===== config.mk =====
export PLATFORM = sky130hd
export DESIGN_NAME = cpcp_dev_flat
export DESIGN_NICKNAME = d
export VERILOG_FILES = /design/src/common/cpcp_pkg.sv /design/src/common/cpcp_if.sv /design/src/verilog/cpcp_dev.sv /design/src/flat_wrapper.sv
export SDC_FILE = /design/constraint.sdc
export NUM_CORES = 1
export LEC_CHECK = 0
export BUFFER_PORTS_ARGS = -buffer_cell sky130_fd_sc_hd__buf_2
export CAP_MARGIN = 20
export CORE_UTILIZATION = 55
export DETAILED_ROUTE_END_ITERATION = 8
export PLACE_DENSITY_LB_ADDON = 0.15
export SYNTH_ARGS = -nofsm -noshare
export SYNTH_HDL_FRONTEND = slang
export SYNTH_SLANG_ARGS = --single-unit

===== constraint.sdc =====
create_clock -name clk_sys -period 10.3 [get_ports clk_sys]
set_clock_uncertainty 0.15 [all_clocks]
set_input_delay 1.03 -clock clk_sys [delete_from_list [all_inputs] [get_ports clk_sys]]
set_output_delay 1.03 -clock clk_sys [all_outputs]
set_load 0.03 [all_outputs]

===== src/common/cpcp_pkg.sv =====
// Purpose: Shared constants for the cell processor command port.
// Assumes: One system clock, 32-bit register words.
// Notes: Field positions follow the command word layout.
package cpcp_pkg;
    // Register selects on the command port.
    localparam logic [1:0] SEL_CMD = 2'h0;
    localparam logic [1:0] SEL_EXT = 2'h1;
    localparam logic [1:0] SEL_INBAR = 2'h2;
    localparam logic [1:0] SEL_IBBAR = 2'h3;
    localparam logic [31:0] RESET_WORD = 32'h0000_0000;
    // Command word fields.
    localparam int OP_LSB = 26;
    localparam int BUSY_BIT = 25;
    localparam int ERR_BIT = 24;
    localparam int IA_RW_BIT = 23;
    localparam int IA_BE_LSB = 19;
    localparam int DIR_BIT = 18;
    localparam int POOL_LSB = 16;
    localparam int VC_LSB = 6;
    localparam int VC_W = 12;
    localparam int IA_ADDR_W = 19;
    localparam logic [5:0] OP_LINK = 6'h01;
    localparam logic [5:0] OP_OPEN = 6'h02;
    localparam logic [5:0] OP_CLOSE = 6'h03;
    localparam logic [5:0] OP_TXRDY = 6'h04;
    localparam logic [5:0] OP_INDIR = 6'h05;
    localparam logic [5:0] OP_ADDBUF = 6'h1A;
    // Resource sizes.
    localparam int NUM_VC = 64;
    localparam int NUM_POOL = 8;
    localparam logic [16:0] CNT_MAX = 17'h0FFFF;
    localparam logic [1:0] POOL_HI_ZERO = 2'h0;
    // Instruction space.
    localparam int ISPACE_W = 20;
    localparam logic [19:0] BOOT_ADDR = 20'h00000;
    localparam logic [19:0] IRAM_BYTES = 20'h02000;
    localparam logic [10:0] IRAM_LAST = 11'h7FF;
    // Control memory window inside the indirect address space.
    localparam int CTRL_SEL_BIT = 18;
    localparam int WRAM_AW = 14;
endpackage


===== src/common/cpcp_if.sv =====
// Purpose: Register pins between host and cell processor command port.
// Assumes: Both ends run on clk_sys.
// Notes: Read data returns one cycle after reg_rd.
`timescale 1ns/100ps
interface cpcp_if;
    logic reg_wr;
    logic reg_rd;
    logic [1:0] reg_sel;
    logic [31:0] reg_wdata;
    logic [31:0] reg_rdata;
    logic reg_rvalid;
    logic cp_start;
    modport dev (
        input reg_wr, reg_rd, reg_sel, reg_wdata, cp_start,
        output reg_rdata, reg_rvalid
    );
    modport host (
        output reg_wr, reg_rd, reg_sel, reg_wdata, cp_start,
        input reg_rdata, reg_rvalid
    );
endinterface


===== src/verilog/cpcp_dev.sv =====
// Purpose: Command interpreter and firmware start-up of the cell processor.
// Assumes: Host keeps the busy handshake; memories answer with ack pulses.
// Notes: One command is processed at a time.
`timescale 1ns/100ps
//
// Contract
// - Rx buffers any length, any byte address
// - 1 MB instruction space, 8 KB RAM
// - Fetch address plus instruction base register
// - Host loads firmware, bases, then starts
// - First boot fetch stalls core, copies block
// - Low 8 KB from RAM, rest cache
// - Busy set on accept, cleared when done
// - Host writes command only when not busy
// - Indication written; host reads after busy
// - Extension captured at command write
// - Host reads extension after busy clears
// - Host issues link rate exactly once
// - Open reserves VC, zero when full
// - Close frees VC, echoes or zero
// - Error bit 24 set on error
// - Tx ready activates scheduling, echoes VC
// - Pool refill opcode and field layout
// - Host writes pool bits 20:19 zero
// - Refill error above 65535, echo pool
// - Indirect access direction and byte lanes
// - Word aligned address, control memory converted
module cpcp_dev (
    // Clock and reset.
    input wire logic clk_sys,
    input wire logic rst_b,
    // Host register pins.
    cpcp_if.dev bus,
    // Core instruction fetch.
    input wire logic core_fetch_req,
    input wire logic [cpcp_pkg::ISPACE_W-1:0] core_fetch_addr,
    output logic [31:0] fetch_sys_addr,
    output logic fetch_from_iram,
    output logic core_stall,
    // Boot copy from system memory into instruction RAM.
    output logic imem_req,
    output logic [31:0] imem_addr,
    input wire logic imem_ack,
    input wire logic [31:0] imem_rdata,
    output logic iram_we,
    output logic [10:0] iram_idx,
    output logic [31:0] iram_wdata,
    // Work RAM access.
    output logic wram_req,
    output logic wram_we,
    output logic [3:0] wram_be,
    output logic [cpcp_pkg::IA_ADDR_W-1:0] wram_addr,
    output logic [31:0] wram_wdata,
    input wire logic wram_ack,
    input wire logic [31:0] wram_rdata,
    // Events towards the rest of the cell processor.
    output logic [31:0] shared_base,
    output logic [25:0] link_rate_cfg,
    output logic sched_start,
    output logic [5:0] sched_vc,
    output logic pool_add,
    output logic [2:0] pool_num,
    output logic [15:0] pool_cnt,
    output logic [31:0] pool_ptr
);
    import cpcp_pkg::*;

    typedef enum logic [2:0] {
        D_IDLE = 3'b001,
        D_EXEC = 3'b010,
        D_WRAM = 3'b100
    } cpcp_dst_t;
    typedef enum logic [2:0] {
        B_WAIT = 3'b001,
        B_COPY = 3'b010,
        B_RUN = 3'b100
    } cpcp_bst_t;

    cpcp_dst_t dst_r;
    cpcp_bst_t bst_r;
    logic busy_r, started_r;
    logic [31:0] cmd_r, ext_r, ext_cap_r, inbar_r, ibbar_r;
    logic [NUM_VC-1:0] alloc_r;
    logic [15:0] cnt_r [NUM_POOL];
    logic [10:0] boot_idx_r;
    logic [5:0] op;
    logic [11:0] vc;
    logic [2:0] pool;
    logic [16:0] sum;
    logic [5:0] free_vc;
    logic cmd_wr, ia_read;

    function automatic logic vc_ok(input logic [11:0] v,
                                   input logic [NUM_VC-1:0] m);
        return (v != 12'h000) && (v < 12'(NUM_VC)) && m[v[5:0]];
    endfunction

    function automatic logic [5:0] find_free(input logic [NUM_VC-1:0] m);
        find_free = 6'h00;
        for (int i = NUM_VC - 1; i >= 1; i--) begin
            if (!m[i]) find_free = 6'(i);
        end
    endfunction

    // A write during busy must not disturb the running command.
    assign cmd_wr = bus.reg_wr && (bus.reg_sel == SEL_CMD) && !busy_r;
    assign op = cmd_r[OP_LSB +: 6];
    assign vc = cmd_r[VC_LSB +: VC_W];
    assign pool = cmd_r[POOL_LSB +: 3];
    assign ia_read = cmd_r[IA_RW_BIT];
    assign free_vc = find_free(alloc_r);
    assign sum = {1'b0, cnt_r[pool]} + {1'b0, cmd_r[15:0]};

    // Host register writes and indications.
    always_ff @(posedge clk_sys or negedge rst_b) begin
        if (!rst_b) begin
            cmd_r <= RESET_WORD;
            ext_r <= RESET_WORD;
            ext_cap_r <= RESET_WORD;
            inbar_r <= RESET_WORD;
            ibbar_r <= RESET_WORD;
        end else begin
            if (bus.reg_wr && bus.reg_sel == SEL_EXT) begin
                ext_r <= bus.reg_wdata;
            end
            if (bus.reg_wr && bus.reg_sel == SEL_INBAR) begin
                inbar_r <= bus.reg_wdata;
            end
            if (bus.reg_wr && bus.reg_sel == SEL_IBBAR) begin
                ibbar_r <= bus.reg_wdata;
            end
            if (cmd_wr) begin
                cmd_r <= bus.reg_wdata;
                // Later extension writes cannot reach this command.
                ext_cap_r <= ext_r;
            end
            if (dst_r == D_EXEC) begin
                unique case (op)
                    OP_OPEN: begin
                        // Zero VC means no channel left.
                        cmd_r[VC_LSB +: VC_W] <= {6'h00, free_vc};
                        cmd_r[ERR_BIT] <= 1'b0;
                    end
                    OP_CLOSE: begin
                        // Echo on success, zero on failure.
                        cmd_r[VC_LSB +: VC_W] <= vc_ok(vc, alloc_r) ?
                            vc : 12'h000;
                        cmd_r[ERR_BIT] <= !vc_ok(vc, alloc_r);
                    end
                    OP_TXRDY: begin
                        cmd_r[ERR_BIT] <= !vc_ok(vc, alloc_r);
                    end
                    OP_ADDBUF: begin
                        // Pool number stays in place as the echo.
                        cmd_r[ERR_BIT] <= (sum > CNT_MAX) ||
                            (cmd_r[20:19] != POOL_HI_ZERO);
                    end
                    default: ;
                endcase
            end
            if (dst_r == D_WRAM && wram_ack && ia_read) begin
                ext_r <= wram_rdata;
            end
        end
    end

    // Command sequencer and busy flag.
    always_ff @(posedge clk_sys or negedge rst_b) begin
        if (!rst_b) begin
            dst_r <= D_IDLE;
            busy_r <= 1'b0;
        end else begin
            unique case (dst_r)
                D_IDLE: begin
                    if (cmd_wr) begin
                        dst_r <= D_EXEC;
                        busy_r <= 1'b1;
                    end
                end
                D_EXEC: begin
                    if (op == OP_INDIR) begin
                        dst_r <= D_WRAM;
                    end else begin
                        dst_r <= D_IDLE;
                        busy_r <= 1'b0;
                    end
                end
                D_WRAM: begin
                    if (wram_ack) begin
                        dst_r <= D_IDLE;
                        busy_r <= 1'b0;
                    end
                end
                default: begin
                    dst_r <= D_IDLE;
                    busy_r <= 1'b0;
                end
            endcase
        end
    end

    // Channel table, pool counts and events.
    always_ff @(posedge clk_sys or negedge rst_b) begin
        if (!rst_b) begin
            alloc_r <= '0;
            for (int i = 0; i < NUM_POOL; i++) begin
                cnt_r[i] <= 16'h0000;
            end
            link_rate_cfg <= 26'h0000000;
            sched_start <= 1'b0;
            sched_vc <= 6'h00;
            pool_add <= 1'b0;
            pool_num <= 3'h0;
            pool_cnt <= 16'h0000;
            pool_ptr <= RESET_WORD;
        end else begin
            sched_start <= 1'b0;
            pool_add <= 1'b0;
            if (dst_r == D_EXEC) begin
                unique case (op)
                    OP_LINK: link_rate_cfg <= cmd_r[25:0];
                    OP_OPEN: begin
                        if (free_vc != 6'h00) begin
                            alloc_r[free_vc] <= 1'b1;
                        end
                    end
                    OP_CLOSE: begin
                        if (vc_ok(vc, alloc_r)) begin
                            alloc_r[vc[5:0]] <= 1'b0;
                        end
                    end
                    OP_TXRDY: begin
                        sched_start <= vc_ok(vc, alloc_r);
                        sched_vc <= vc[5:0];
                    end
                    OP_ADDBUF: begin
                        if (sum <= CNT_MAX && cmd_r[20:19] == POOL_HI_ZERO)
                        begin
                            cnt_r[pool] <= sum[15:0];
                            pool_add <= 1'b1;
                            pool_num <= pool;
                            pool_cnt <= cmd_r[15:0];
                            // Directory pointer is taken at any byte.
                            pool_ptr <= ext_cap_r;
                        end
                    end
                    default: ;
                endcase
            end
        end
    end

    // Indirect Work RAM access.
    always_ff @(posedge clk_sys or negedge rst_b) begin
        if (!rst_b) begin
            wram_req <= 1'b0;
            wram_we <= 1'b0;
            wram_be <= 4'h0;
            wram_addr <= '0;
            wram_wdata <= RESET_WORD;
        end else begin
            if (dst_r == D_EXEC && op == OP_INDIR) begin
                wram_req <= 1'b1;
                wram_we <= !ia_read;
                wram_be <= ia_read ? 4'hF : cmd_r[IA_BE_LSB +: 4];
                wram_wdata <= ext_cap_r;
                // Control memory maps onto internal offsets.
                wram_addr <= cmd_r[CTRL_SEL_BIT] ?
                    {5'h00, cmd_r[WRAM_AW-1:2], 2'h0} :
                    {cmd_r[IA_ADDR_W-1:2], 2'h0};
            end else if (wram_ack) begin
                wram_req <= 1'b0;
            end
        end
    end

    // Register reads are registered and never touch state.
    always_ff @(posedge clk_sys or negedge rst_b) begin
        if (!rst_b) begin
            bus.reg_rdata <= RESET_WORD;
            bus.reg_rvalid <= 1'b0;
        end else begin
            bus.reg_rvalid <= bus.reg_rd;
            if (bus.reg_rd) begin
                unique case (bus.reg_sel)
                    SEL_CMD: begin
                        bus.reg_rdata <= cmd_r;
                        bus.reg_rdata[BUSY_BIT] <= busy_r;
                    end
                    SEL_EXT: bus.reg_rdata <= ext_r;
                    SEL_INBAR: bus.reg_rdata <= inbar_r;
                    SEL_IBBAR: bus.reg_rdata <= ibbar_r;
                endcase
            end
        end
    end

    // Firmware start-up: the first boot fetch triggers the RAM fill.
    always_ff @(posedge clk_sys or negedge rst_b) begin
        if (!rst_b) begin
            bst_r <= B_WAIT;
            started_r <= 1'b0;
            boot_idx_r <= 11'h000;
            imem_req <= 1'b0;
            imem_addr <= RESET_WORD;
            iram_we <= 1'b0;
            iram_idx <= 11'h000;
            iram_wdata <= RESET_WORD;
        end else begin
            iram_we <= 1'b0;
            if (bus.cp_start) begin
                started_r <= 1'b1;
            end
            unique case (bst_r)
                B_WAIT: begin
                    if (started_r && core_fetch_req &&
                        core_fetch_addr == BOOT_ADDR) begin
                        bst_r <= B_COPY;
                        imem_req <= 1'b1;
                        imem_addr <= inbar_r;
                    end
                end
                B_COPY: begin
                    if (imem_ack) begin
                        iram_we <= 1'b1;
                        iram_idx <= boot_idx_r;
                        iram_wdata <= imem_rdata;
                        boot_idx_r <= boot_idx_r + 11'h001;
                        imem_addr <= imem_addr + 32'h0000_0004;
                        if (boot_idx_r == IRAM_LAST) begin
                            bst_r <= B_RUN;
                            imem_req <= 1'b0;
                        end
                    end
                end
                B_RUN: ;
                default: begin
                    bst_r <= B_WAIT;
                end
            endcase
        end
    end

    assign core_stall = (bst_r != B_RUN);
    assign shared_base = ibbar_r;

    // Fetch translation for a 20-bit instruction space.
    always_ff @(posedge clk_sys or negedge rst_b) begin
        if (!rst_b) begin
            fetch_sys_addr <= RESET_WORD;
            fetch_from_iram <= 1'b0;
        end else if (core_fetch_req) begin
            fetch_sys_addr <= inbar_r + {12'h000, core_fetch_addr};
            fetch_from_iram <= core_fetch_addr < IRAM_BYTES;
        end
    end
endmodule


===== src/flat_wrapper.sv =====
// flat-port wrapper written by rule: the top's interface ports become plain ports
module cpcp_dev_flat import cpcp_pkg::*;
  (clk_sys, rst_b, core_fetch_req, core_fetch_addr, fetch_sys_addr, fetch_from_iram, core_stall, imem_req, imem_addr, imem_ack, imem_rdata, iram_we, iram_idx, iram_wdata, wram_req, wram_we, wram_be, wram_addr, wram_wdata, wram_ack, wram_rdata, shared_base, link_rate_cfg, sched_start, sched_vc, pool_add, pool_num, pool_cnt, pool_ptr, bus_reg_wr, bus_reg_rd, bus_reg_sel, bus_reg_wdata, bus_cp_start, bus_reg_rdata, bus_reg_rvalid);
  cpcp_if bus_i ();
  input wire logic clk_sys;
  input wire logic rst_b;
  input wire logic core_fetch_req;
  input wire logic [cpcp_pkg::ISPACE_W-1:0] core_fetch_addr;
  output logic [31:0] fetch_sys_addr;
  output logic fetch_from_iram;
  output logic core_stall;
  output logic imem_req;
  output logic [31:0] imem_addr;
  input wire logic imem_ack;
  input wire logic [31:0] imem_rdata;
  output logic iram_we;
  output logic [10:0] iram_idx;
  output logic [31:0] iram_wdata;
  output logic wram_req;
  output logic wram_we;
  output logic [3:0] wram_be;
  output logic [cpcp_pkg::IA_ADDR_W-1:0] wram_addr;
  output logic [31:0] wram_wdata;
  input wire logic wram_ack;
  input wire logic [31:0] wram_rdata;
  output logic [31:0] shared_base;
  output logic [25:0] link_rate_cfg;
  output logic sched_start;
  output logic [5:0] sched_vc;
  output logic pool_add;
  output logic [2:0] pool_num;
  output logic [15:0] pool_cnt;
  output logic [31:0] pool_ptr;
  input wire logic [$bits(bus_i.reg_wr)-1:0] bus_reg_wr;
  input wire logic [$bits(bus_i.reg_rd)-1:0] bus_reg_rd;
  input wire logic [$bits(bus_i.reg_sel)-1:0] bus_reg_sel;
  input wire logic [$bits(bus_i.reg_wdata)-1:0] bus_reg_wdata;
  input wire logic [$bits(bus_i.cp_start)-1:0] bus_cp_start;
  output wire logic [$bits(bus_i.reg_rdata)-1:0] bus_reg_rdata;
  output wire logic [$bits(bus_i.reg_rvalid)-1:0] bus_reg_rvalid;
  assign bus_i.reg_wr = bus_reg_wr;
  assign bus_i.reg_rd = bus_reg_rd;
  assign bus_i.reg_sel = bus_reg_sel;
  assign bus_i.reg_wdata = bus_reg_wdata;
  assign bus_i.cp_start = bus_cp_start;
  assign bus_reg_rdata = bus_i.reg_rdata;
  assign bus_reg_rvalid = bus_i.reg_rvalid;
  cpcp_dev u_core (.clk_sys(clk_sys), .rst_b(rst_b), .bus(bus_i), .core_fetch_req(core_fetch_req), .core_fetch_addr(core_fetch_addr), .fetch_sys_addr(fetch_sys_addr), .fetch_from_iram(fetch_from_iram), .core_stall(core_stall), .imem_req(imem_req), .imem_addr(imem_addr), .imem_ack(imem_ack), .imem_rdata(imem_rdata), .iram_we(iram_we), .iram_idx(iram_idx), .iram_wdata(iram_wdata), .wram_req(wram_req), .wram_we(wram_we), .wram_be(wram_be), .wram_addr(wram_addr), .wram_wdata(wram_wdata), .wram_ack(wram_ack), .wram_rdata(wram_rdata), .shared_base(shared_base), .link_rate_cfg(link_rate_cfg), .sched_start(sched_start), .sched_vc(sched_vc), .pool_add(pool_add), .pool_num(pool_num), .pool_cnt(pool_cnt), .pool_ptr(pool_ptr));
endmodule

==> results.cfg <==
[timing]
rsz_0062_raised_after_global_routing = false
timing.slew.headroom_pct = 22.8
timing.setup.tns_ns = 0
share_of_the_cycle_needed_by_the_critical_path_after_routing_pct = 51.0
fmax_mhz = 190
finalSetupViolations = 0
tightestPinTransition_ns = 1.15
holdWs_ns = 0.220
timing.final.hold_violations = 0
drv_slew = 0
layout_min_cycle_time_ns = 5.26

[routing]
route.antenna.remaining_nets = 0
via_count = 25200
drt_pre_antenna_iters = 7
wl_per_cell_um = 23.6
postRouteWirelength_um = 97900
drcViolationCount = 0
drtIter0Drc = 1995
vias_per_cell = 6.07

[place]
finalWeightedCongestion = 0.979
port_buffers = 440
detailed_place_hpwl_um = 69800

[clock_tree]
post_cts.resized_instances = 0
tritoncts.num_buffers = 72
clock_insertion_delay_worst_skew_ns = 0.61
worst_setup_hold_path_clk_slew_ns = 0.06
post_cts_buffers = 0
cts_tree = yes
cts_hold_buffers = 0
clock_sink_count = 653
clock_tree.root_cell = clkbuf_16
htree_levels = 3
clock_tree.buffer_depth = 3

[synthesis]
yosysWarnings = 0
yosysUniqueCellTypes = 82
ys_seq_elements = 653
synth_top_cells_by_area = dfrtp_1 53%, nand2_1 9.2%, mux2_2 5.9%
mapped_area_sq_mm = 0.0308
synth_most_common_cell = nand2_1
netlist_instances = 2939
number_of_enable_type_register_cells_in_the_synthesized_netlist = 0
synth_top_flop_cell = dfrtp_1
synth_top_cells_by_count = 753 x nand2_1, 651 x dfrtp_1, 338 x o21ai_0
synth.avg_cell_area_sq_um = 10.5
postSynth.asyncResetShare_pct = 100
share_of_the_synthesized_area_in_the_top_cell_type_pct = 52.9
synthDominantAreaCellType = dfrtp_1
ys_seq_area_share_pct = 53.1

[run]
timing.max_cap.violations = 0

[global_route]
antenna_violations_before_repair = 12
gr-total-overflow = 0
number_of_global_route_vias_before_repair = 24400
grt_usage_pct = 34.4
first_pass_grt_wire_length_um = 148000
grt_max_degree = 183

[die]
fp.dieArea_sq_mm = 0.0569
fp.dieH_um = 239
io-pin-count = 444
chipWidth_um = 239
core-area_sq_mm = 0.0552
row_count = 86
floorplan.initialDensity_pct = 55.8

[cells_and_area]
area_delta_synth_final_pct = 16.7
finish.net_count = 3503
top_register = u_core.cnt_r
largest_reg_flops = 128
post_route_cells_drive_above_1_share_pct = 27.0
top_regs = u_core.cnt_r: 128 flops, u_core.alloc_r: 64 flops
layout.filler_cells = 4401

[critical_path]
arrival_ns = 5.59
worst-setup-path-type = flop to flop
path_buf_inv = 2
crit_path_start_kind = flop
critPathRequiredTime_ns = 10.64
path_delay_family = buffers and inverters
cp_max_fo = 43
critical_path.slowest_cell = buf_4
crit_path_end_kind = flop
path_cells = buf_4 > mux4_2 > nand2_1 > nand2_1 > ha_1 > o21ai_0 > a21boi_0 > o21ai_0 > nor4_1 > nor3_2 > nor2_1 > or2_4 > buf_4 > mux2_2
timing.critical_path.slowest_cell_delay_ns = 0.69

[power]
max-vdd-ir-drop_v = 0.000120
power_density_over_the_cells_mw_per_mm2 = 207
leakagePower_nw = 17.7

[run_status]
run_status = completed

[hold_path]
min_path_type = input port to async pin
[power by group]
part           switching [mW]  leakage, nW  total [mW]  internal (mW)
logic                    1.03         7.93        1.62          0.586
clock network            1.05         1.11        2.49           1.45
registers               0.461         8.67        3.32           2.86
total                    2.54         17.7        7.43           4.89
[cell families after synthesis]
group                      after synthesis  synth area share (%)
AOI/OAI and AO/OA                      592                  11.0
xor gates and xnor gates                48                  1.37
adders and majority gates               40                  1.67
buffers and inverters                  197                  2.66
DFF                                    653                  53.1
muxes                                  327                  14.9
other                                    1                0.0122
and+or+nand+nor                       1081                  15.3
[placed cells by master, fill, tap and decap left out, types with 12 or more instances in the layout]
cell type	n
and3_1	15
xor2_1	22
or4_1	12
xnor2_1	26
nor2_1	88
o22ai_1	20
dfrtp_1	648
mux4_2	70
clkbuf_1	20
inv_1	29
o21ai_0	330
a21oi_1	111
ha_1	38
nand4_1	26
nor4_1	15
nand3_1	44
or2_2	12
a21o_1	14
clkbuf_16	73
buf_2	439
clkbuf_8	17
nand2b_1	20
nor3_1	23
mux2_2	162
buf_4	44
mux2i_1	46
nand2_1	753
mux2_4	49
[final cells by class]
class                   count  area, sq um  area share [%]
flip-flops and latches    653        16300            45.5
inverters                  31          116           0.324
repair buffers            488         2600            7.25
well taps                 748          936            2.61
multi-input cells        2091        13600            38.0
diodes                      7         17.5          0.0488
clock buffers             109         2120            5.91
clock inverters            15          131           0.366
[worst register-to-register path: cells and delay by family, from the launching register on]
| kind | cells | cell delay, ns |
|---|---|---|
| and+or+nand+nor | 6 | 1.15 |
| buffers and inverters | 2 | 1.22 |
| muxes | 2 | 1.04 |
| DFF | 1 | 0.68 |
| adders and majority gates | 1 | 0.34 |
| AOI/OAI and AO/OA | 3 | 0.56 |
[through the flow]
step / total power, mW / instances / area, sq um / util (%) / worst slack, ns
2_1_floorplan: 4.22 / 2941 / 30800 / - / 5.02
3_3_place_gp: 4.90 / 4007 / 33600 / 60.9 / 5.22
3_5_place_dp: 4.94 / 4007 / 33600 / 60.9 / 5.07
4_1_cts: 7.44 / 4131 / 35900 / 65.0 / 5.02
5_1_grt: 7.70 / 4140 / 35900 / 65.1 / 4.58
6_report: 7.43 / 4142 / 35900 / 65.1 / 5.04
[routing by layer]
layer | GRT usage, % | wire [um]
met1 | 47.3 | 40500
met2 | 52.6 | 44500
met3 | 9.01 | 9270
met4 | 12.7 | 3490
met5 | 0 | 74
[worst paths after layout]
check                      slack [ns]  cells past startpoint                              end                           from
hold / removal                   0.22                      1   u_core.alloc_r[38]$_DFFE_PN0P_                          rst_b
min in group clk_sys             0.23                      0    u_core.alloc_r[0]$_DFFE_PN0P_  u_core.alloc_r[0]$_DFFE_PN0P_
setup / recovery                 5.04                     14  u_core.pool_cnt[15]$_DFFE_PN0P_   u_core.cmd_r[16]$_DFFE_PN0P_
max in group asynchronous        7.48                      3     u_core.cnt_r[12]$_DFFE_PN0P_                          rst_b
hold reg to reg                  0.23                      0    u_core.alloc_r[0]$_DFFE_PN0P_  u_core.alloc_r[0]$_DFFE_PN0P_
setup reg to reg                 5.04                     14  u_core.pool_cnt[15]$_DFFE_PN0P_   u_core.cmd_r[16]$_DFFE_PN0P_
Note: power is estimated with default switching activity, not from simulation.
